===== config.mk =====
export PLATFORM = sky130hd
export DESIGN_NAME = macfg_bank
export DESIGN_NICKNAME = d
export VERILOG_FILES = /design/src/shared/macfg_pkg.sv /design/src/logic/macfg_bank.sv
export SDC_FILE = /design/constraint.sdc
export NUM_CORES = 1
export LEC_CHECK = 0
export BUFFER_PORTS_ARGS = -buffer_cell sky130_fd_sc_hd__buf_2
export CORE_MARGIN = 8
export CORE_UTILIZATION = 53
export CTS_CLUSTER_SIZE = 40
export DETAILED_ROUTE_END_ITERATION = 7
export PLACE_DENSITY = 0.77
export SYNTH_ARGS = -nofsm -noshare
export SYNTH_HDL_FRONTEND = slang
export SYNTH_SLANG_ARGS = --single-unit

===== constraint.sdc =====
create_clock -name mclk_in -period 2.9 [get_ports mclk_in]
set_clock_uncertainty 0.1 [all_clocks]
set_input_delay 0.58 -clock mclk_in [delete_from_list [all_inputs] [get_ports mclk_in]]
set_output_delay 0.58 -clock mclk_in [all_outputs]
set_load 0.05 [all_outputs]

===== src/shared/macfg_pkg.sv =====
// package for the monitor converter and zero-crossing configuration bank
package macfg_pkg;

  // register offsets
  localparam logic [7:0] MACFG_IMON_AVG_ADDR = 8'h31;
  localparam logic [7:0] MACFG_OUTPUT_SENSE_VOLTAGE_AVG_ADDR = 8'h32;
  localparam logic [7:0] MACFG_TSEN_AVG_ADDR = 8'h33;
  localparam logic [7:0] MACFG_ZCD_ADDR = 8'h34;
  localparam logic [7:0] MACFG_PHASE_ADDR = 8'h36;
  localparam logic [7:0] MACFG_VENDOR_ADDR = 8'h37;
  localparam logic [7:0] MACFG_DEVICE_ADDR = 8'h38;
  localparam logic [7:0] MACFG_STRAP_V1_ADDR = 8'h40;
  localparam logic [7:0] MACFG_STRAP_I1_ADDR = 8'h41;

  // field positions inside the zero-crossing register
  localparam int MACFG_ZCD_DIS_BIT = 5;
  localparam int MACFG_ZCD_DIR_BIT = 4;
  localparam int MACFG_ZCD_MAG_MSB = 3;

  // reset values
  localparam logic [1:0] MACFG_AVG_RESET = 2'h0;
  localparam logic [5:0] MACFG_ZCD_RESET = 6'h00;
  localparam logic [3:0] MACFG_STRAP_RESET = 4'h0;
  localparam logic [2:0] MACFG_PHASE_RESET = 3'h0;

  // averaging codes
  localparam logic [1:0] MACFG_AVG_8 = 2'h0;
  localparam logic [1:0] MACFG_AVG_4 = 2'h1;
  localparam logic [1:0] MACFG_AVG_2 = 2'h2;
  localparam logic [1:0] MACFG_AVG_16 = 2'h3;

  // timing: clock rate and eight-sample windows in microseconds
  localparam int MACFG_CLK_MHZ = 40;
  localparam int MACFG_IMON_WIN8_US = 112;
  localparam int MACFG_SENSE_WIN8_US = 336;
  localparam int MACFG_WIN_SAMPLES = 8;
  localparam int MACFG_IMON_SAMPLE_CYC = MACFG_IMON_WIN8_US * MACFG_CLK_MHZ / MACFG_WIN_SAMPLES;
  localparam int MACFG_SENSE_SAMPLE_CYC =
    MACFG_SENSE_WIN8_US * MACFG_CLK_MHZ / MACFG_WIN_SAMPLES;

  // threshold step of the zero-crossing offset, in microvolts
  localparam int MACFG_ZCD_STEP_UV = 310;

  // channel count: current monitor, output sense, temperature sense
  localparam int MACFG_NCH = 3;

  // register access request
  typedef struct packed {
    logic wr;
    logic rd;
    logic [7:0] addr;
    logic [7:0] wdata;
  } macfg_req_s;

  // zero-crossing offset setting
  typedef struct packed {
    logic disable_off;
    logic decrease;
    logic [3:0] magnitude;
  } macfg_zcd_s;

  // averaging engine state
  typedef enum logic [1:0] {
    MACFG_AVG_RUN = 2'b01,
    MACFG_AVG_RESTART = 2'b10
  } macfg_avg_e;

endpackage


===== src/logic/macfg_bank.sv =====
// register bank with converter averaging and zero-crossing offset setting
`timescale 1ns/1ps
module macfg_bank
  import macfg_pkg::*;
#(
  parameter logic [7:0] VENDOR_CODE = 8'h5a, // arbitrary value
  parameter logic [7:0] DEVICE_CODE = 8'ha5, // arbitrary value
  parameter int SAMPLE_W = 8
) (
  // clock and reset
  input wire logic mclk_in,
  input wire logic reset_n_in,
  // register access port
  input wire macfg_req_s req_in,
  output logic [7:0] reg_rdata_out,
  // converter samples, index 0 current, 1 output sense, 2 temperature
  output logic [MACFG_NCH-1:0] conv_req_out,
  input wire logic [MACFG_NCH-1:0] sample_valid_in,
  input wire logic [MACFG_NCH-1:0][SAMPLE_W-1:0] sample_data_in,
  // averaged results
  output logic [MACFG_NCH-1:0][SAMPLE_W-1:0] avg_result_out,
  output logic [MACFG_NCH-1:0] result_update_out,
  // phase status from the power stage
  input wire logic [2:0] phase_code_in,
  // settings to the analog side
  output logic zcd_offset_apply_out,
  output logic signed [4:0] zcd_offset_steps_out,
  output logic [3:0] strap_voltage_setting_one_out,
  output logic [3:0] strap_current_setting_one_out
);

  localparam int ACC_W = SAMPLE_W + 4;

  // number of samples for an averaging code
  function automatic logic [4:0] avg_samples(input logic [1:0] code);
    case (code)
      MACFG_AVG_8: avg_samples = 5'd8;
      MACFG_AVG_4: avg_samples = 5'd4;
      MACFG_AVG_2: avg_samples = 5'd2;
      default: avg_samples = 5'd16;
    endcase
  endfunction

  // right shift that divides by the sample count
  function automatic logic [2:0] avg_shift(input logic [1:0] code);
    case (code)
      MACFG_AVG_8: avg_shift = 3'd3;
      MACFG_AVG_4: avg_shift = 3'd2;
      MACFG_AVG_2: avg_shift = 3'd1;
      default: avg_shift = 3'd4;
    endcase
  endfunction

  // sample spacing per channel
  function automatic logic [10:0] sample_gap(input int ch);
    if (ch == 0) begin
      sample_gap = 11'(MACFG_IMON_SAMPLE_CYC - 1);
    end else begin
      sample_gap = 11'(MACFG_SENSE_SAMPLE_CYC - 1);
    end
  endfunction

  // configuration registers
  logic [MACFG_NCH-1:0][1:0] avg_code_r, avg_code_nxt;
  macfg_zcd_s zcd_r, zcd_nxt;
  logic [3:0] strap_v_r, strap_v_nxt;
  logic [3:0] strap_i_r, strap_i_nxt;
  logic [2:0] phase_r, phase_nxt;
  logic [7:0] rdata_r, rdata_nxt;
  logic [MACFG_NCH-1:0] code_written;

  // register writes and phase capture
  always_comb begin
    avg_code_nxt = avg_code_r;
    zcd_nxt = zcd_r;
    strap_v_nxt = strap_v_r;
    strap_i_nxt = strap_i_r;
    code_written = '0;
    phase_nxt = phase_code_in;
    if (req_in.wr) begin
      case (req_in.addr)
        MACFG_IMON_AVG_ADDR: begin
          avg_code_nxt[0] = req_in.wdata[1:0];
          code_written[0] = 1'b1;
        end
        MACFG_OUTPUT_SENSE_VOLTAGE_AVG_ADDR: begin
          avg_code_nxt[1] = req_in.wdata[1:0];
          code_written[1] = 1'b1;
        end
        MACFG_TSEN_AVG_ADDR: begin
          avg_code_nxt[2] = req_in.wdata[1:0];
          code_written[2] = 1'b1;
        end
        MACFG_ZCD_ADDR: begin
          zcd_nxt.disable_off = req_in.wdata[MACFG_ZCD_DIS_BIT];
          zcd_nxt.decrease = req_in.wdata[MACFG_ZCD_DIR_BIT];
          zcd_nxt.magnitude = req_in.wdata[MACFG_ZCD_MAG_MSB:0];
        end
        MACFG_STRAP_V1_ADDR: strap_v_nxt = req_in.wdata[3:0];
        MACFG_STRAP_I1_ADDR: strap_i_nxt = req_in.wdata[3:0];
        default: ;
      endcase
    end
  end

  // read data, unmapped offsets read zero
  always_comb begin
    rdata_nxt = rdata_r;
    if (req_in.rd) begin
      case (req_in.addr)
        MACFG_IMON_AVG_ADDR: rdata_nxt = {6'h00, avg_code_r[0]};
        MACFG_OUTPUT_SENSE_VOLTAGE_AVG_ADDR: rdata_nxt = {6'h00, avg_code_r[1]};
        MACFG_TSEN_AVG_ADDR: rdata_nxt = {6'h00, avg_code_r[2]};
        MACFG_ZCD_ADDR: rdata_nxt = {2'h0, zcd_r};
        MACFG_PHASE_ADDR: rdata_nxt = {5'h00, phase_r};
        MACFG_VENDOR_ADDR: rdata_nxt = VENDOR_CODE;
        MACFG_DEVICE_ADDR: rdata_nxt = DEVICE_CODE;
        MACFG_STRAP_V1_ADDR: rdata_nxt = {4'h0, strap_v_r};
        MACFG_STRAP_I1_ADDR: rdata_nxt = {4'h0, strap_i_r};
        default: rdata_nxt = 8'h00;
      endcase
    end
  end

  // register stage for the configuration group
  always_ff @(posedge mclk_in) begin
    if (!reset_n_in) begin
      avg_code_r <= {MACFG_NCH{MACFG_AVG_RESET}};
      zcd_r <= MACFG_ZCD_RESET;
      strap_v_r <= MACFG_STRAP_RESET;
      strap_i_r <= MACFG_STRAP_RESET;
      phase_r <= MACFG_PHASE_RESET;
      rdata_r <= 8'h00;
    end else begin
      avg_code_r <= avg_code_nxt;
      zcd_r <= zcd_nxt;
      strap_v_r <= strap_v_nxt;
      strap_i_r <= strap_i_nxt;
      phase_r <= phase_nxt;
      rdata_r <= rdata_nxt;
    end
  end

  // zero-crossing offset as signed steps of the threshold unit
  logic signed [4:0] zcd_steps_r, zcd_steps_nxt;
  logic zcd_apply_r, zcd_apply_nxt;

  always_comb begin
    zcd_apply_nxt = !zcd_r.disable_off;
    if (!zcd_apply_nxt) begin
      zcd_steps_nxt = 5'sd0;
    end else if (zcd_r.decrease) begin
      zcd_steps_nxt = -$signed({1'b0, zcd_r.magnitude});
    end else begin
      zcd_steps_nxt = $signed({1'b0, zcd_r.magnitude});
    end
  end

  always_ff @(posedge mclk_in) begin
    if (!reset_n_in) begin
      zcd_apply_r <= 1'b1;
      zcd_steps_r <= 5'sd0;
    end else begin
      zcd_apply_r <= zcd_apply_nxt;
      zcd_steps_r <= zcd_steps_nxt;
    end
  end

  // averaging engines and conversion pacing
  macfg_avg_e st_r[MACFG_NCH], st_nxt[MACFG_NCH];
  logic [MACFG_NCH-1:0][ACC_W-1:0] acc_r, acc_nxt;
  logic [MACFG_NCH-1:0][4:0] cnt_r, cnt_nxt;
  logic [MACFG_NCH-1:0][SAMPLE_W-1:0] res_r, res_nxt;
  logic [MACFG_NCH-1:0] upd_r, upd_nxt;
  logic [MACFG_NCH-1:0][10:0] gap_r, gap_nxt;
  logic [MACFG_NCH-1:0] req_r, req_nxt;

  always_comb begin
    logic [ACC_W-1:0] sum;
    sum = '0;
    for (int ch = 0; ch < MACFG_NCH; ch++) begin
      st_nxt[ch] = st_r[ch];
      acc_nxt[ch] = acc_r[ch];
      cnt_nxt[ch] = cnt_r[ch];
      res_nxt[ch] = res_r[ch];
      upd_nxt[ch] = 1'b0;
      // one conversion request per sample slot
      req_nxt[ch] = (gap_r[ch] == 11'd0);
      gap_nxt[ch] = (gap_r[ch] == 11'd0) ? sample_gap(ch) : gap_r[ch] - 11'd1;
      sum = acc_r[ch] + ACC_W'(sample_data_in[ch]);
      case (st_r[ch])
        MACFG_AVG_RESTART: begin
          // drop the partial sum of the old setting
          acc_nxt[ch] = '0;
          cnt_nxt[ch] = 5'd0;
          st_nxt[ch] = MACFG_AVG_RUN;
        end
        MACFG_AVG_RUN: begin
          if (sample_valid_in[ch]) begin
            if (cnt_r[ch] + 5'd1 == avg_samples(avg_code_r[ch])) begin
              res_nxt[ch] = SAMPLE_W'(sum >> avg_shift(avg_code_r[ch]));
              upd_nxt[ch] = 1'b1;
              acc_nxt[ch] = '0;
              cnt_nxt[ch] = 5'd0;
            end else begin
              acc_nxt[ch] = sum;
              cnt_nxt[ch] = cnt_r[ch] + 5'd1;
            end
          end
        end
        default: st_nxt[ch] = MACFG_AVG_RESTART;
      endcase
      if (code_written[ch]) begin
        st_nxt[ch] = MACFG_AVG_RESTART;
      end
    end
  end

  always_ff @(posedge mclk_in) begin
    if (!reset_n_in) begin
      for (int ch = 0; ch < MACFG_NCH; ch++) begin
        st_r[ch] <= MACFG_AVG_RESTART;
      end
      acc_r <= '0;
      cnt_r <= '0;
      res_r <= '0;
      upd_r <= '0;
      gap_r <= '0;
      req_r <= '0;
    end else begin
      st_r <= st_nxt;
      acc_r <= acc_nxt;
      cnt_r <= cnt_nxt;
      res_r <= res_nxt;
      upd_r <= upd_nxt;
      gap_r <= gap_nxt;
      req_r <= req_nxt;
    end
  end

  // outputs
  assign reg_rdata_out = rdata_r;
  assign conv_req_out = req_r;
  assign avg_result_out = res_r;
  assign result_update_out = upd_r;
  assign zcd_offset_apply_out = zcd_apply_r;
  assign zcd_offset_steps_out = zcd_steps_r;
  assign strap_voltage_setting_one_out = strap_v_r;
  assign strap_current_setting_one_out = strap_i_r;

  // checking helpers: samples taken since the last result per channel
  logic [MACFG_NCH-1:0][4:0] seen_r;
  always_ff @(posedge mclk_in) begin
    if (!reset_n_in) begin
      seen_r <= '0;
    end else begin
      for (int ch = 0; ch < MACFG_NCH; ch++) begin
        if (code_written[ch]) begin
          seen_r[ch] <= 5'd0;
        end else if (upd_r[ch]) begin
          // a sample in the result cycle already opens the next average
          seen_r[ch] <= {4'h0, sample_valid_in[ch] && st_r[ch] == MACFG_AVG_RUN};
        end else if (sample_valid_in[ch] && st_r[ch] == MACFG_AVG_RUN) begin
          seen_r[ch] <= seen_r[ch] + 5'd1;
        end
      end
    end
  end
endmodule


---- Word-level counts from Yosys, hierarchy flattened ----
Index checks and enable logic that the tools add are counted.
storage, ports and cells
  bits in registers ....................... 157
  input bits .............................. 50
  output and inout bits ................... 52
cells by class
  equality and inequality tests ........... 27
  reductions and logical operators ........ 33
  bitwise operators ....................... 2
  shift-type cells ........................ 3
  add/subtract/negate cells ............... 10
  mux-type cells .......................... 54
operators with widths
  cell                                                  count
  2-to-1 mux 12 bit                                     6
  one-hot mux 12 bit (2 select lines)                   3
  one-hot mux 8 bit (9 select lines)                    1
  2-to-1 mux 5 bit                                      12
  equality test 8 x 6 -> 1 bit (second input constant)  7
  one-hot mux 5 bit (3 select lines)                    3
  adder 12 x 8 -> 12 bit                                3
  right shift 12 x 3 -> 8 bit                           3
  logical NOT 11 bit                                    3
  subtractor 11 x 1 -> 11 bit (second input constant)   3
  2-to-1 mux 3 bit                                      10
  one-hot mux 5 bit (2 select lines)                    3
  one-hot mux 3 bit (3 select lines)                    3
  2-to-1 mux 11 bit                                     2
  AND reduction 2 bit                                   9
  AND reduction 3 bit                                   6
  equality test 8 x 7 -> 1 bit (second input constant)  2
  adder 5 x 1 -> 5 bit (second input constant)          3
  equality test 5 bit                                   3
  OR reduction 2 bit                                    7
  equality test 2 x 1 -> 1 bit (second input constant)  6
  equality test 2 bit (second input constant)           6
  one-hot mux 2 bit (2 select lines)                    3
  2-to-1 mux 10 bit                                     1
  9 further kinds                                       21

---- Depth between registers and ports, before layout ----
Gate-level depths: netlist (run 1).
  depth in word-level cells ............... 9
  gate-level depth with buffers ........... 10
  gate-level depth less buffers ........... 9

---- Worst setup path before layout (run 1) ----
OpenSTA, ideal clock, no wires.
  path type ............................... input -> register
  start point ............................. in sample_data_in[8] in the netlist's numbering
  end point ............................... reg res_r (netlist bit avg_result_out[12])
  required time ........................... 2683 ps
  path buffers ............................ 1
  library setup time ...................... 117 ps
  data arrival time ....................... 2738 ps
  stages .................................. 9
  path slack .............................. -55 ps
  path through ............................ ha_1 -> fa_1 -> a211oi_2 -> o21bai_1 -> o41a_1 -> buf_2 -> xor2_1 -> mux4_2 -> a22o_1
on the way
  word-level cells in the longest chain between the ends .. 2
ends and longest elaborated chain
  item                         RTL line           source
  start, declared              macfg_bank.sv:19   input wire logic [MACFG_NCH-1:0][SAMPLE_W-1:0] sample_data_in,
  adder 12 x 8 -> 12 bit       macfg_bank.sv:190  sum = acc_r[ch] + ACC_W'(sample_data_in[ch]);
  right shift 12 x 3 -> 8 bit  macfg_bank.sv:201  res_nxt[ch] = SAMPLE_W'(sum >> avg_shift(avg_code_r[ch]));
  end signal, assigned         macfg_bank.sv:234  res_r <= res_nxt;
  end, declared                macfg_bank.sv:173  logic [MACFG_NCH-1:0][SAMPLE_W-1:0] res_r, res_nxt;
No other way between the ends.
A chain may end at the register's enable or synchronous reset.

---- Worst setup path in the final report (run 1) ----
  start point ............................. reg acc_r[12] in the netlist's numbering
  end point ............................... reg res_r (netlist bit avg_result_out[12])
on the way
  word-level cells in the longest chain between the ends .. 2
ends and longest elaborated chain
  item                         RTL line           source
  start, declared              macfg_bank.sv:171  logic [MACFG_NCH-1:0][ACC_W-1:0] acc_r, acc_nxt;
  start signal, assigned       macfg_bank.sv:232  acc_r <= acc_nxt;
  adder 12 x 8 -> 12 bit       macfg_bank.sv:190
  right shift 12 x 3 -> 8 bit  macfg_bank.sv:201
No other way between the ends.

==> reports/qor.yml, run 1 <==
portBuffers: 99
arrival_ns: 2.92
fmax_mhz: 370
grt_pass1_vias: 6884
hold_viol_final: 0
grt_overflow: 0
drt_iter0_markers: 468
ys.warnings.count: 0
clkTransAtPathRegs_ns: 0.06
yosysSeqAreaShare: 0.372
grt_start_max_net_pins: 73
rows: 46
antenna_found_initial: 1
ys_types: 86
syn_area_um2: 8440
yosys.area.top_type: "dfxtp_1"
routabilityCongestion: 0.862
drive_above_1_share: 0.198
ioPinCount: 102
status: "completed"
cts_setup_buffers: 0
drv_slew: 0
dr.pass1.iters: 6
power_density_nw_per_um2: 599
ys_async_sr_fraction: 0
ctsHoldBuffers: 0
routedWlPerCell_um: 15.9
path_max_fanout: 6
fin_crit_ns: 2.71
ys_seq_elements: 157
dieArea_um2: 20200
drc_errors: 0
antenna_left: 0
nNetsFinal: 1135
dieWidth_um: 142
hold_path_startpoint: "phase_code_in[2]"
post-route-util: 0.632
min_period_over_period: 0.933
clock-sinks: 157
max_cap_viol_count: 0
p_leak_nw: 4.28
cts_buffers: 17
worstMarginPinSlew_ns: 0.611
wl_um: 20400
clockBufferDepth: 2
cp.required_ns: 3.12
vias_per_cell: 5.67
cts_tree: "done"
synthTopCellsByArea: "dfxtp_1 37%, nor2_1 5.2%, ha_1 4.6%, a21oi_1 4.5%, xnor2_1 3.8%"
coreArea_um2: 15700
grt_usage: 0.205
clock-root-buffer: "clkbuf_16"
reg2reg_from: "acc_r[12]$_SDFFE_PN0P_"
syn_area_per_cell_um2: 8.92
cts_resized: 0
syn2layout_area_growth_pct: 17.6
clk_latency_ns: 0.42
synth_edf_count: 0
setup_viol: 0
startpoint_type: "register"
end_kind: "register"
hp-class: "input port to register"
critPathKind: "register to register"
grt_setup_unrepaired: "false"
nFillCells: 1365
dpl.hpwl_um: 14700
die_h_um: 142
syn_nets: 1030
grt_pass1_wl_um: 33900
critPathLaunch: "acc_r[12]$_SDFFE_PN0P_"
h-tree-depth: 4
synth_flop_cell: "dfxtp_1"
maxSlewHeadroom: 0.588
yosysTopAreaCellShare: 0.372
whs_ns: 0.289
ir_worst_vdd_uv: 471
start_util: 0.537
syn_inst: 946
via_count: 7265
placed cells by master, fill, tap and decap left out, types with 16 or more instances in the layout:
master	count
nor2_1	118
a22oi_1	31
buf_2	99
mux2i_1	21
xnor2_1	37
ha_1	31
a21oi_1	76
inv_1	24
o21ai_0	24
nand2_1	58
clkbuf_16	17
or3_1	16
buf_4	40
xor2_1	31
nand3_1	27
dfxtp_1	157
cells by family (layout without fill, tap and decap cells):
group           count (synthesis)  after routing  share of synthesized area
compound gates                256            256                      0.213
xor+xnor                       70             70                     0.0759
fa+ha+maj                      34             34                     0.0531
buf+inv                        79            197                     0.0384
flops                         157            157                      0.372
mux                            40             40                     0.0676
other cells                     0              2                          0
simple gates                  310            310                      0.180
cell type report:
| type | count | area (µm²) | area share |
|---|---|---|---|
| Multi-Input combinational cell | 710 | 4980 | 0.501 |
| Sequential cell | 157 | 3140 | 0.317 |
| Timing Repair Buffer | 140 | 816 | 0.0822 |
| Clock buffer | 22 | 484 | 0.0488 |
| Tap cell | 216 | 270 | 0.0272 |
| Clock inverter | 10 | 136 | 0.0137 |
| Inverter | 25 | 95.1 | 0.00958 |
| Antenna cell | 2 | 5.00 | 0.000504 |
through the flow:
stage | cells | cell area [µm²] | power (mW) | worst slack [ns] | setup TNS (ns)
detailed placement | 1248 | 9300 | 3.67 | -0.192 | -1.20
floorplan | 946 | 8440 | 3.40 | 0.00513 | 0
global route | 1281 | 9920 | 6.26 | 0.0222 | 0
finish | 1282 | 9930 | 5.94 | 0.195 | 0
global placement | 1248 | 9300 | 3.63 | -0.152 | -0.714
CTS | 1280 | 9920 | 5.99 | 0.201 | 0
worst max-delay path: stages, from the launching register on:
cell and delay (ns):
dfxtp_1 0.31, ha_1 0.20, fa_2 0.36, a211oi_2 0.18, o21bai_1 0.12, o41a_1 0.44, xor2_1 0.20, mux4_2 0.49
a22o_1 0.20
registers in the layout, summed over array words and instances (netlist names), 5 cells and up:
name,count
acc_r,36
gap_r,33
avg_result_out,24
cnt_r,15
reg_rdata_out,8
avg_code_r,6
st_r,6
zcd_r,6
zcd_offset_steps_out,5
synth_stat cells (16+ instances only):
cell type    n
a21oi_1     76
a22oi_1     31
clkbuf_1    41
dfxtp_1    157
ha_1        31
inv_1       25
mux2i_1     21
nand2_1     58
nand3_1     27
nor2_1     118
o21ai_0     24
or3_1       16
xnor2_1     37
xor2_1      31
layer usage:
layer	GRT usage	share of wire	vias to the layer above
li1	-	-	3650
met1	0.252	0.46	3467
met2	0.353	0.48	126
met3	0.0443	0.042	22
met4	0.0548	0.014	0
met5	0	0	-
where the power goes:
group	switching (mW)	internal (mW)	total, mW
logic	0.652	0.468	1.12
clock network	0.877	1.44	2.32
registers	0.142	2.36	2.50
total	1.67	4.27	5.94
final timing paths:
kind	to	slack (ns)	cells past startpoint
setup / recovery	avg_result_out[12]$_SDFFE_PN0P_	0.19	8
hold / removal	phase_r[2]$_SDFF_PN0_	0.29	2
setup reg to reg	avg_result_out[12]$_SDFFE_PN0P_	0.19	8
hold reg to reg	zcd_offset_apply_out$_SDFF_PN1_	0.33	1
No activity file was read; power rests on OpenSTA's default activity.
==> inputs of run 2 (changes only) <==
Settings changed: CORE_ASPECT_RATIO from default to 2.
==> run 2 against run 1 <==
Effect of this change: utilization shrank 0.13 points; cell count shrank 1.5%; die area grew 1.2%; critical endpoint is now acc_r[22]$_SDFFE_PN0P_; largest cell class unchanged.
==> reports/qor.yml, run 2 (synthesis gave the netlist of run 1 again) <==
cp.required_ns: 3.14  # +0.02 ns
p_leak_nw: 4.28  # about the same
setup_viol: 0  # unchanged
drive_above_1_share: 0.198  # -0.000568
final_common_cell: "dfxtp_1"
grt_usage: 0.207  # +0.00251
p_total_mw: 6.02  # +1.3%
grt_start_max_net_pins: 88  # +21%
wl_um: 21100  # +3.8%
antenna_found_initial: 1  # unchanged
worstPathCellList: "ha_1 -> fa_2 -> a211oi_2 -> o21bai_1 -> o41a_1 -> buf_4 -> and3_1 -> or3_1 -> a311oi_1"
rows: 65  # +41%
n_antenna_cell: 0  # -2
status: "completed"
clk_latency_ns: 0.43  # about the same
grt_pass1_wl_um: 35200  # +3.9%
dieWidth_um: 105  # -26%
cts_setup_buffers: 0  # unchanged
fin_crit_ns: 2.68  # -0.0241 ns
dpl.hpwl_um: 15800  # +7.3%
arrival_ns: 2.92  # about the same
coreArea_um2: 15700  # -0.10%
grt_overflow: 0  # unchanged
fmax_mhz: 373  # +0.90%
max_cap_viol_count: 0  # unchanged
final_cell_mix: "157 x dfxtp_1, 118 x nor2_1, 99 x buf_2"
syn2layout_area_growth_pct: 17.2
ioPinCount: 102  # unchanged
maxSlewHeadroom: 0.554  # -0.0341
startpoint_type: "register"
dieArea_um2: 20500  # +1.2%
hold_viol_final: 0  # unchanged
antenna_left: 0  # unchanged
whs_ns: 0.286  # -0.00234 ns
start_util: 0.538  # +0.000557
worstMarginPinSlew_ns: 0.662  # +0.0506 ns
min_period_over_period: 0.924  # -0.00830
grt_pass1_vias: 7507  # +9.0%
drc_errors: 0  # unchanged
routabilityCongestion: 0.880  # +2.2%
clkTransAtPathRegs_ns: 0.07  # about the same
cts_tree: "done"
clockBufferDepth: 2  # unchanged
portBuffers: 99  # unchanged
end_kind: "register"
critical-path-max-stage-delay_ns: 0.36  # -0.13 ns
ir_worst_vdd_uv: 461  # -2.2%
die_h_um: 194  # +37%
via_count: 7437  # +2.4%
slowest_stage: "fa_2"
power_density_nw_per_um2: 608  # +1.6%
ctsHoldBuffers: 0  # unchanged
cts_resized: 0  # unchanged
critPathKind: "register to register"
largest_register_ffs: 36  # unchanged
dr.pass1.iters: 4  # -2
setup_tns_ns: 0  # unchanged
path_max_fanout: 7  # +1
routedWlPerCell_um: 16.7  # +5.4%
h-tree-depth: 4  # unchanged
cts_buffers: 17  # unchanged
drv_slew: 0  # unchanged
regMostFlops: "acc_r"
clock-root-buffer: "clkbuf_16"
hp-class: "input port to register"
grt_setup_unrepaired: "false"
vias_per_cell: 5.89  # +3.9%
clock-sinks: 157  # unchanged
drt_iter0_markers: 291  # -38%
nNetsFinal: 1133  # -0.18%
==> run 2: cell count changes in the layout (fill, tap and decap cells not counted), sizes merged <==
cell,delta
inv,+6
clkbuf,-3
clkinvlp,-3
buf,-2
diode,-2
==> run 2: final cells by class <==
class / count / area [µm²]
Clock inverter: 13 / 175
Tap cell: 201 / 251
Sequential cell: 157 / 3140
Clock buffer: 19 / 453
Timing Repair Buffer: 138 / 801
Multi-Input combinational cell: 710 / 4980
Inverter: 25 / 95.1
Fill cell: 1333 / 5800
==> run 2: metal layers <==
metal / wire [µm] / track usage / share of wire / up-vias
met3: 897 / 0.0464 / 0.042 / 46
met5: 10 / 0 / 0.00047 / -
met1: 7960 / 0.204 / 0.38 / 3566
met2: 11600 / 0.391 / 0.55 / 174
li1: - / - / - / 3649
met4: 631 / 0.101 / 0.030 / 2
==> run 2: worst paths after layout <==
path                               start                         endpoint  slack [ns]  cells past startpoint
setup / recovery  acc_r[12]$_SDFFE_PN0P_           acc_r[22]$_SDFFE_PN0P_        0.22                      9
hold reg to reg    zcd_r[5]$_SDFFE_PN0P_  zcd_offset_apply_out$_SDFF_PN1_        0.34                      1
setup reg to reg  acc_r[12]$_SDFFE_PN0P_           acc_r[22]$_SDFFE_PN0P_        0.22                      9
hold / removal          phase_code_in[1]            phase_r[1]$_SDFF_PN0_        0.29                      2
==> run 2: worst max-delay path, delay by kind of cell (launching register included) <==
family | cells | cell delay (ns)
compound gates | 4 | 0.94
fa+ha+maj | 2 | 0.56
simple gates | 2 | 0.49
buf+inv | 1 | 0.18
flops | 1 | 0.31
==> run 2: stage by stage <==
step / cell area [µm²] / util / worst slack [ns] / cells
finish: 9900 / 0.630 / 0.219 / 1263
global placement: 9270 / 0.590 / -0.137 / 1231
CTS: 9900 / 0.630 / 0.209 / 1263
detailed placement: 9270 / 0.590 / -0.169 / 1231
global route: 9900 / 0.630 / 0.0118 / 1263
floorplan: 8440 / - / 0.00513 / 946
==> run 2: report_power, final <==
part	total, mW	internal, mW	switching (mW)
registers	2.51	2.36	0.150
clock network	2.38	1.42	0.953
logic	1.13	0.469	0.665
total	6.02	4.25	1.77
==> inputs of run 3 (changes only) <==
Settings changed: CORE_ASPECT_RATIO 2 to 1.5, CORE_UTILIZATION 53 to 40, PLACE_DENSITY 0.77 to default.
==> run 3 against run 2 <==
Effect of this change: clock power fell by 8%; critical path depth did not move; non-clock buffer count rose by 5.
==> reports/qor.yml, run 3 (synthesis gave the netlist of run 1 again) <==
fmax_mhz: 373  # about the same
worstPathCellList: "ha_1 -> and3_1 -> xnor3_1 -> a221oi_2 -> o311a_1 -> buf_4 -> and3_1 -> o21ai_1 -> o31ai_1"
final_cell_mix: "157 x dfxtp_1, 118 x nor2_1, 99 x buf_2"
clkTransAtPathRegs_ns: 0.06  # about the same
antenna_found_initial: 1  # unchanged
swShare: 0.292  # -0.00183
drv_slew: 0  # unchanged
setup_tns_ns: 0  # unchanged
reg2reg_depth: 9  # unchanged
setup_viol: 0  # unchanged
crit_buf_inv: 1  # unchanged
largest_register_ffs: 36  # unchanged
regMostFlops: "acc_r"
routabilityCongestion: 0.852  # -3.2%
start_util: 0.404  # -0.134
final_common_cell: "dfxtp_1"
portBuffers: 99  # unchanged
critical-path-max-stage-delay_ns: 0.44  # +0.08 ns
maxSlewHeadroom: 0.544  # -0.0102
clockBufferDepth: 2  # unchanged
routedWlPerCell_um: 16.1  # -3.7%
crit_cells: 9  # unchanged
arrival_ns: 2.91  # about the same
layout.cells.non_filler: 1331  # +5.4%
drc_errors: 0  # unchanged
startpoint_type: "register"
coreArea_um2: 20900  # +33%
grt_pass1_vias: 7275  # -3.1%
dieWidth_um: 135  # +28%
clock-root-buffer: "clkbuf_16"
nNetsFinal: 1138  # +0.44%
ctsHoldBuffers: 0  # unchanged
critPathLaunch: "cnt_r[0]$_SDFFE_PN0P_"
vias_per_cell: 5.45  # -7.5%
antenna_left: 0  # unchanged
reg2reg_from: "cnt_r[0]$_SDFFE_PN0P_"
cts_resized: 0  # unchanged
via_count: 7253  # -2.5%
rows: 65  # unchanged
cts_setup_buffers: 0  # unchanged
critPathKind: "register to register"
worstMarginPinSlew_ns: 0.677  # +0.0151 ns
pwr-share-clk: 0.375  # -0.020
setup_slack_ns: 0.221  # +0.00221 ns
power_density_nw_per_um2: 586  # -3.6%
min_period_over_period: 0.924  # about the same
drt_iter0_markers: 443  # +52%
grt_usage: 0.167  # -0.0401
internal-power_mw: 4.13  # -2.8%
p_leak_nw: 4.26  # -0.42%
dp_slack_ns: -0.152  # +0.0166 ns
p_sw_mw: 1.70  # -3.7%
hold_depth: 2  # unchanged
status: "completed"
slowest_stage: "dfxtp_1"
endpoint: "acc_r[9]$_SDFFE_PN0P_"
ioPinCount: 102  # unchanged
dieArea_um2: 26100  # +28%
clock-sinks: 157  # unchanged
ff2ff_setup_slack_ns: 0.22  # about the same
cpLargestDelayFamily: "compound AO/OA/AOI/OAI gates"
n_antenna_cell: 0  # unchanged
hp-class: "input port to register"
r2r_end: "acc_r[9]$_SDFFE_PN0P_"
dr.pass1.iters: 4  # unchanged
cts_tree: "done"
max_cap_viol_count: 0  # unchanged
end_kind: "register"
die_h_um: 194  # -0.29%
p_seq_frac: 0.430  # +0.013
grt_setup_unrepaired: "false"
fin_crit_ns: 2.68  # -0.00221 ns
cts_buffers: 17  # unchanged
syn2layout_area_growth_pct: 17.9
path_max_fanout: 9  # +2
clk_latency_ns: 0.42  # about the same
grt_pass1_wl_um: 35600  # +1.2%
ir_worst_vdd_uv: 423  # -8.2%
post-route-util: 0.476  # -0.154
h-tree-depth: 4  # unchanged
combPwrFrac: 0.195  # +0.007
cp.required_ns: 3.13  # about the same
cpMostUsedCell: "and3_1"
grt_start_max_net_pins: 68  # -23%
drive_above_1_share: 0.198  # +0.000755
dpl.hpwl_um: 15900  # +0.51%
wl_um: 21400  # +1.5%
grt_overflow: 0  # unchanged
dp_cells: 1303  # +5.8%
p_total_mw: 5.84  # -3.1%
hold_viol_final: 0  # unchanged
==> run 3: cell types whose count changed in the layout (fill, tap and decap cells not counted), sizes merged <==
cell | before | now
clkinv | 5 | 3
bufinv | 3 | 2
buf | 138 | 143
clkinvlp | 0 | 3
inv | 30 | 26
==> run 3: how the worst min path moves through the flow <==
| stage | startpoint | end | slack [ns] |
|---|---|---|---|
| 6_report | phase_code_in[0] | phase_r[0]$_SDFF_PN0_ | 0.30 |
| 2_1_floorplan | zcd_r[5]$_SDFFE_PN0P_ | zcd_offset_apply_out$_SDFF_PN1_ | 0.28 |
| 5_1_grt | phase_code_in[0] | phase_r[0]$_SDFF_PN0_ | 0.30 |
| 3_5_place_dp | zcd_r[5]$_SDFFE_PN0P_ | zcd_offset_apply_out$_SDFF_PN1_ | 0.30 |
| 4_1_cts | phase_code_in[0] | phase_r[0]$_SDFF_PN0_ | 0.29 |
| 3_3_place_gp | zcd_r[5]$_SDFFE_PN0P_ | zcd_offset_apply_out$_SDFF_PN1_ | 0.31 |
==> run 3: power groups by stage <==
stage	sequential [mW]	clock, mW	combinational, mW
after floorplan	2.56	0	0.833
after global placement	2.55	0	1.13
after detailed placement	2.55	0	1.15
after CTS	2.51	2.26	1.15
after global routing	2.53	2.34	1.28
final	2.51	2.19	1.14
==> run 3: area by class of cell <==
class                   instances  area [µm²]
fillers                      2041       10900
clock buffers                  19         453
well taps                     268         335
inverters                      25        95.1
repair buffers                143         838
flip-flops and latches        157        3140
multi-input cells             710        4980
clock inverters                 9         114
==> run 3: metrics by stage <==
| stage | hold WS (ns) | area, µm² |
|---|---|---|
| 2_1_floorplan | 0.280 | 8440 |
| 3_5_place_dp | 0.303 | 9390 |
| 6_report | 0.303 | 9960 |
| 5_1_grt | 0.298 | 9960 |
| 3_3_place_gp | 0.308 | 9390 |
| 4_1_cts | 0.289 | 9960 |
==> run 3: routing by layer <==
layer / track usage / up-vias / wire (µm)
li1: - / 3657 / -
met3: 0.0415 / 23 / 894
met4: 0.0564 / 2 / 371
met1: 0.184 / 3445 / 9030
met5: 0 / - / 12
met2: 0.303 / 126 / 11100
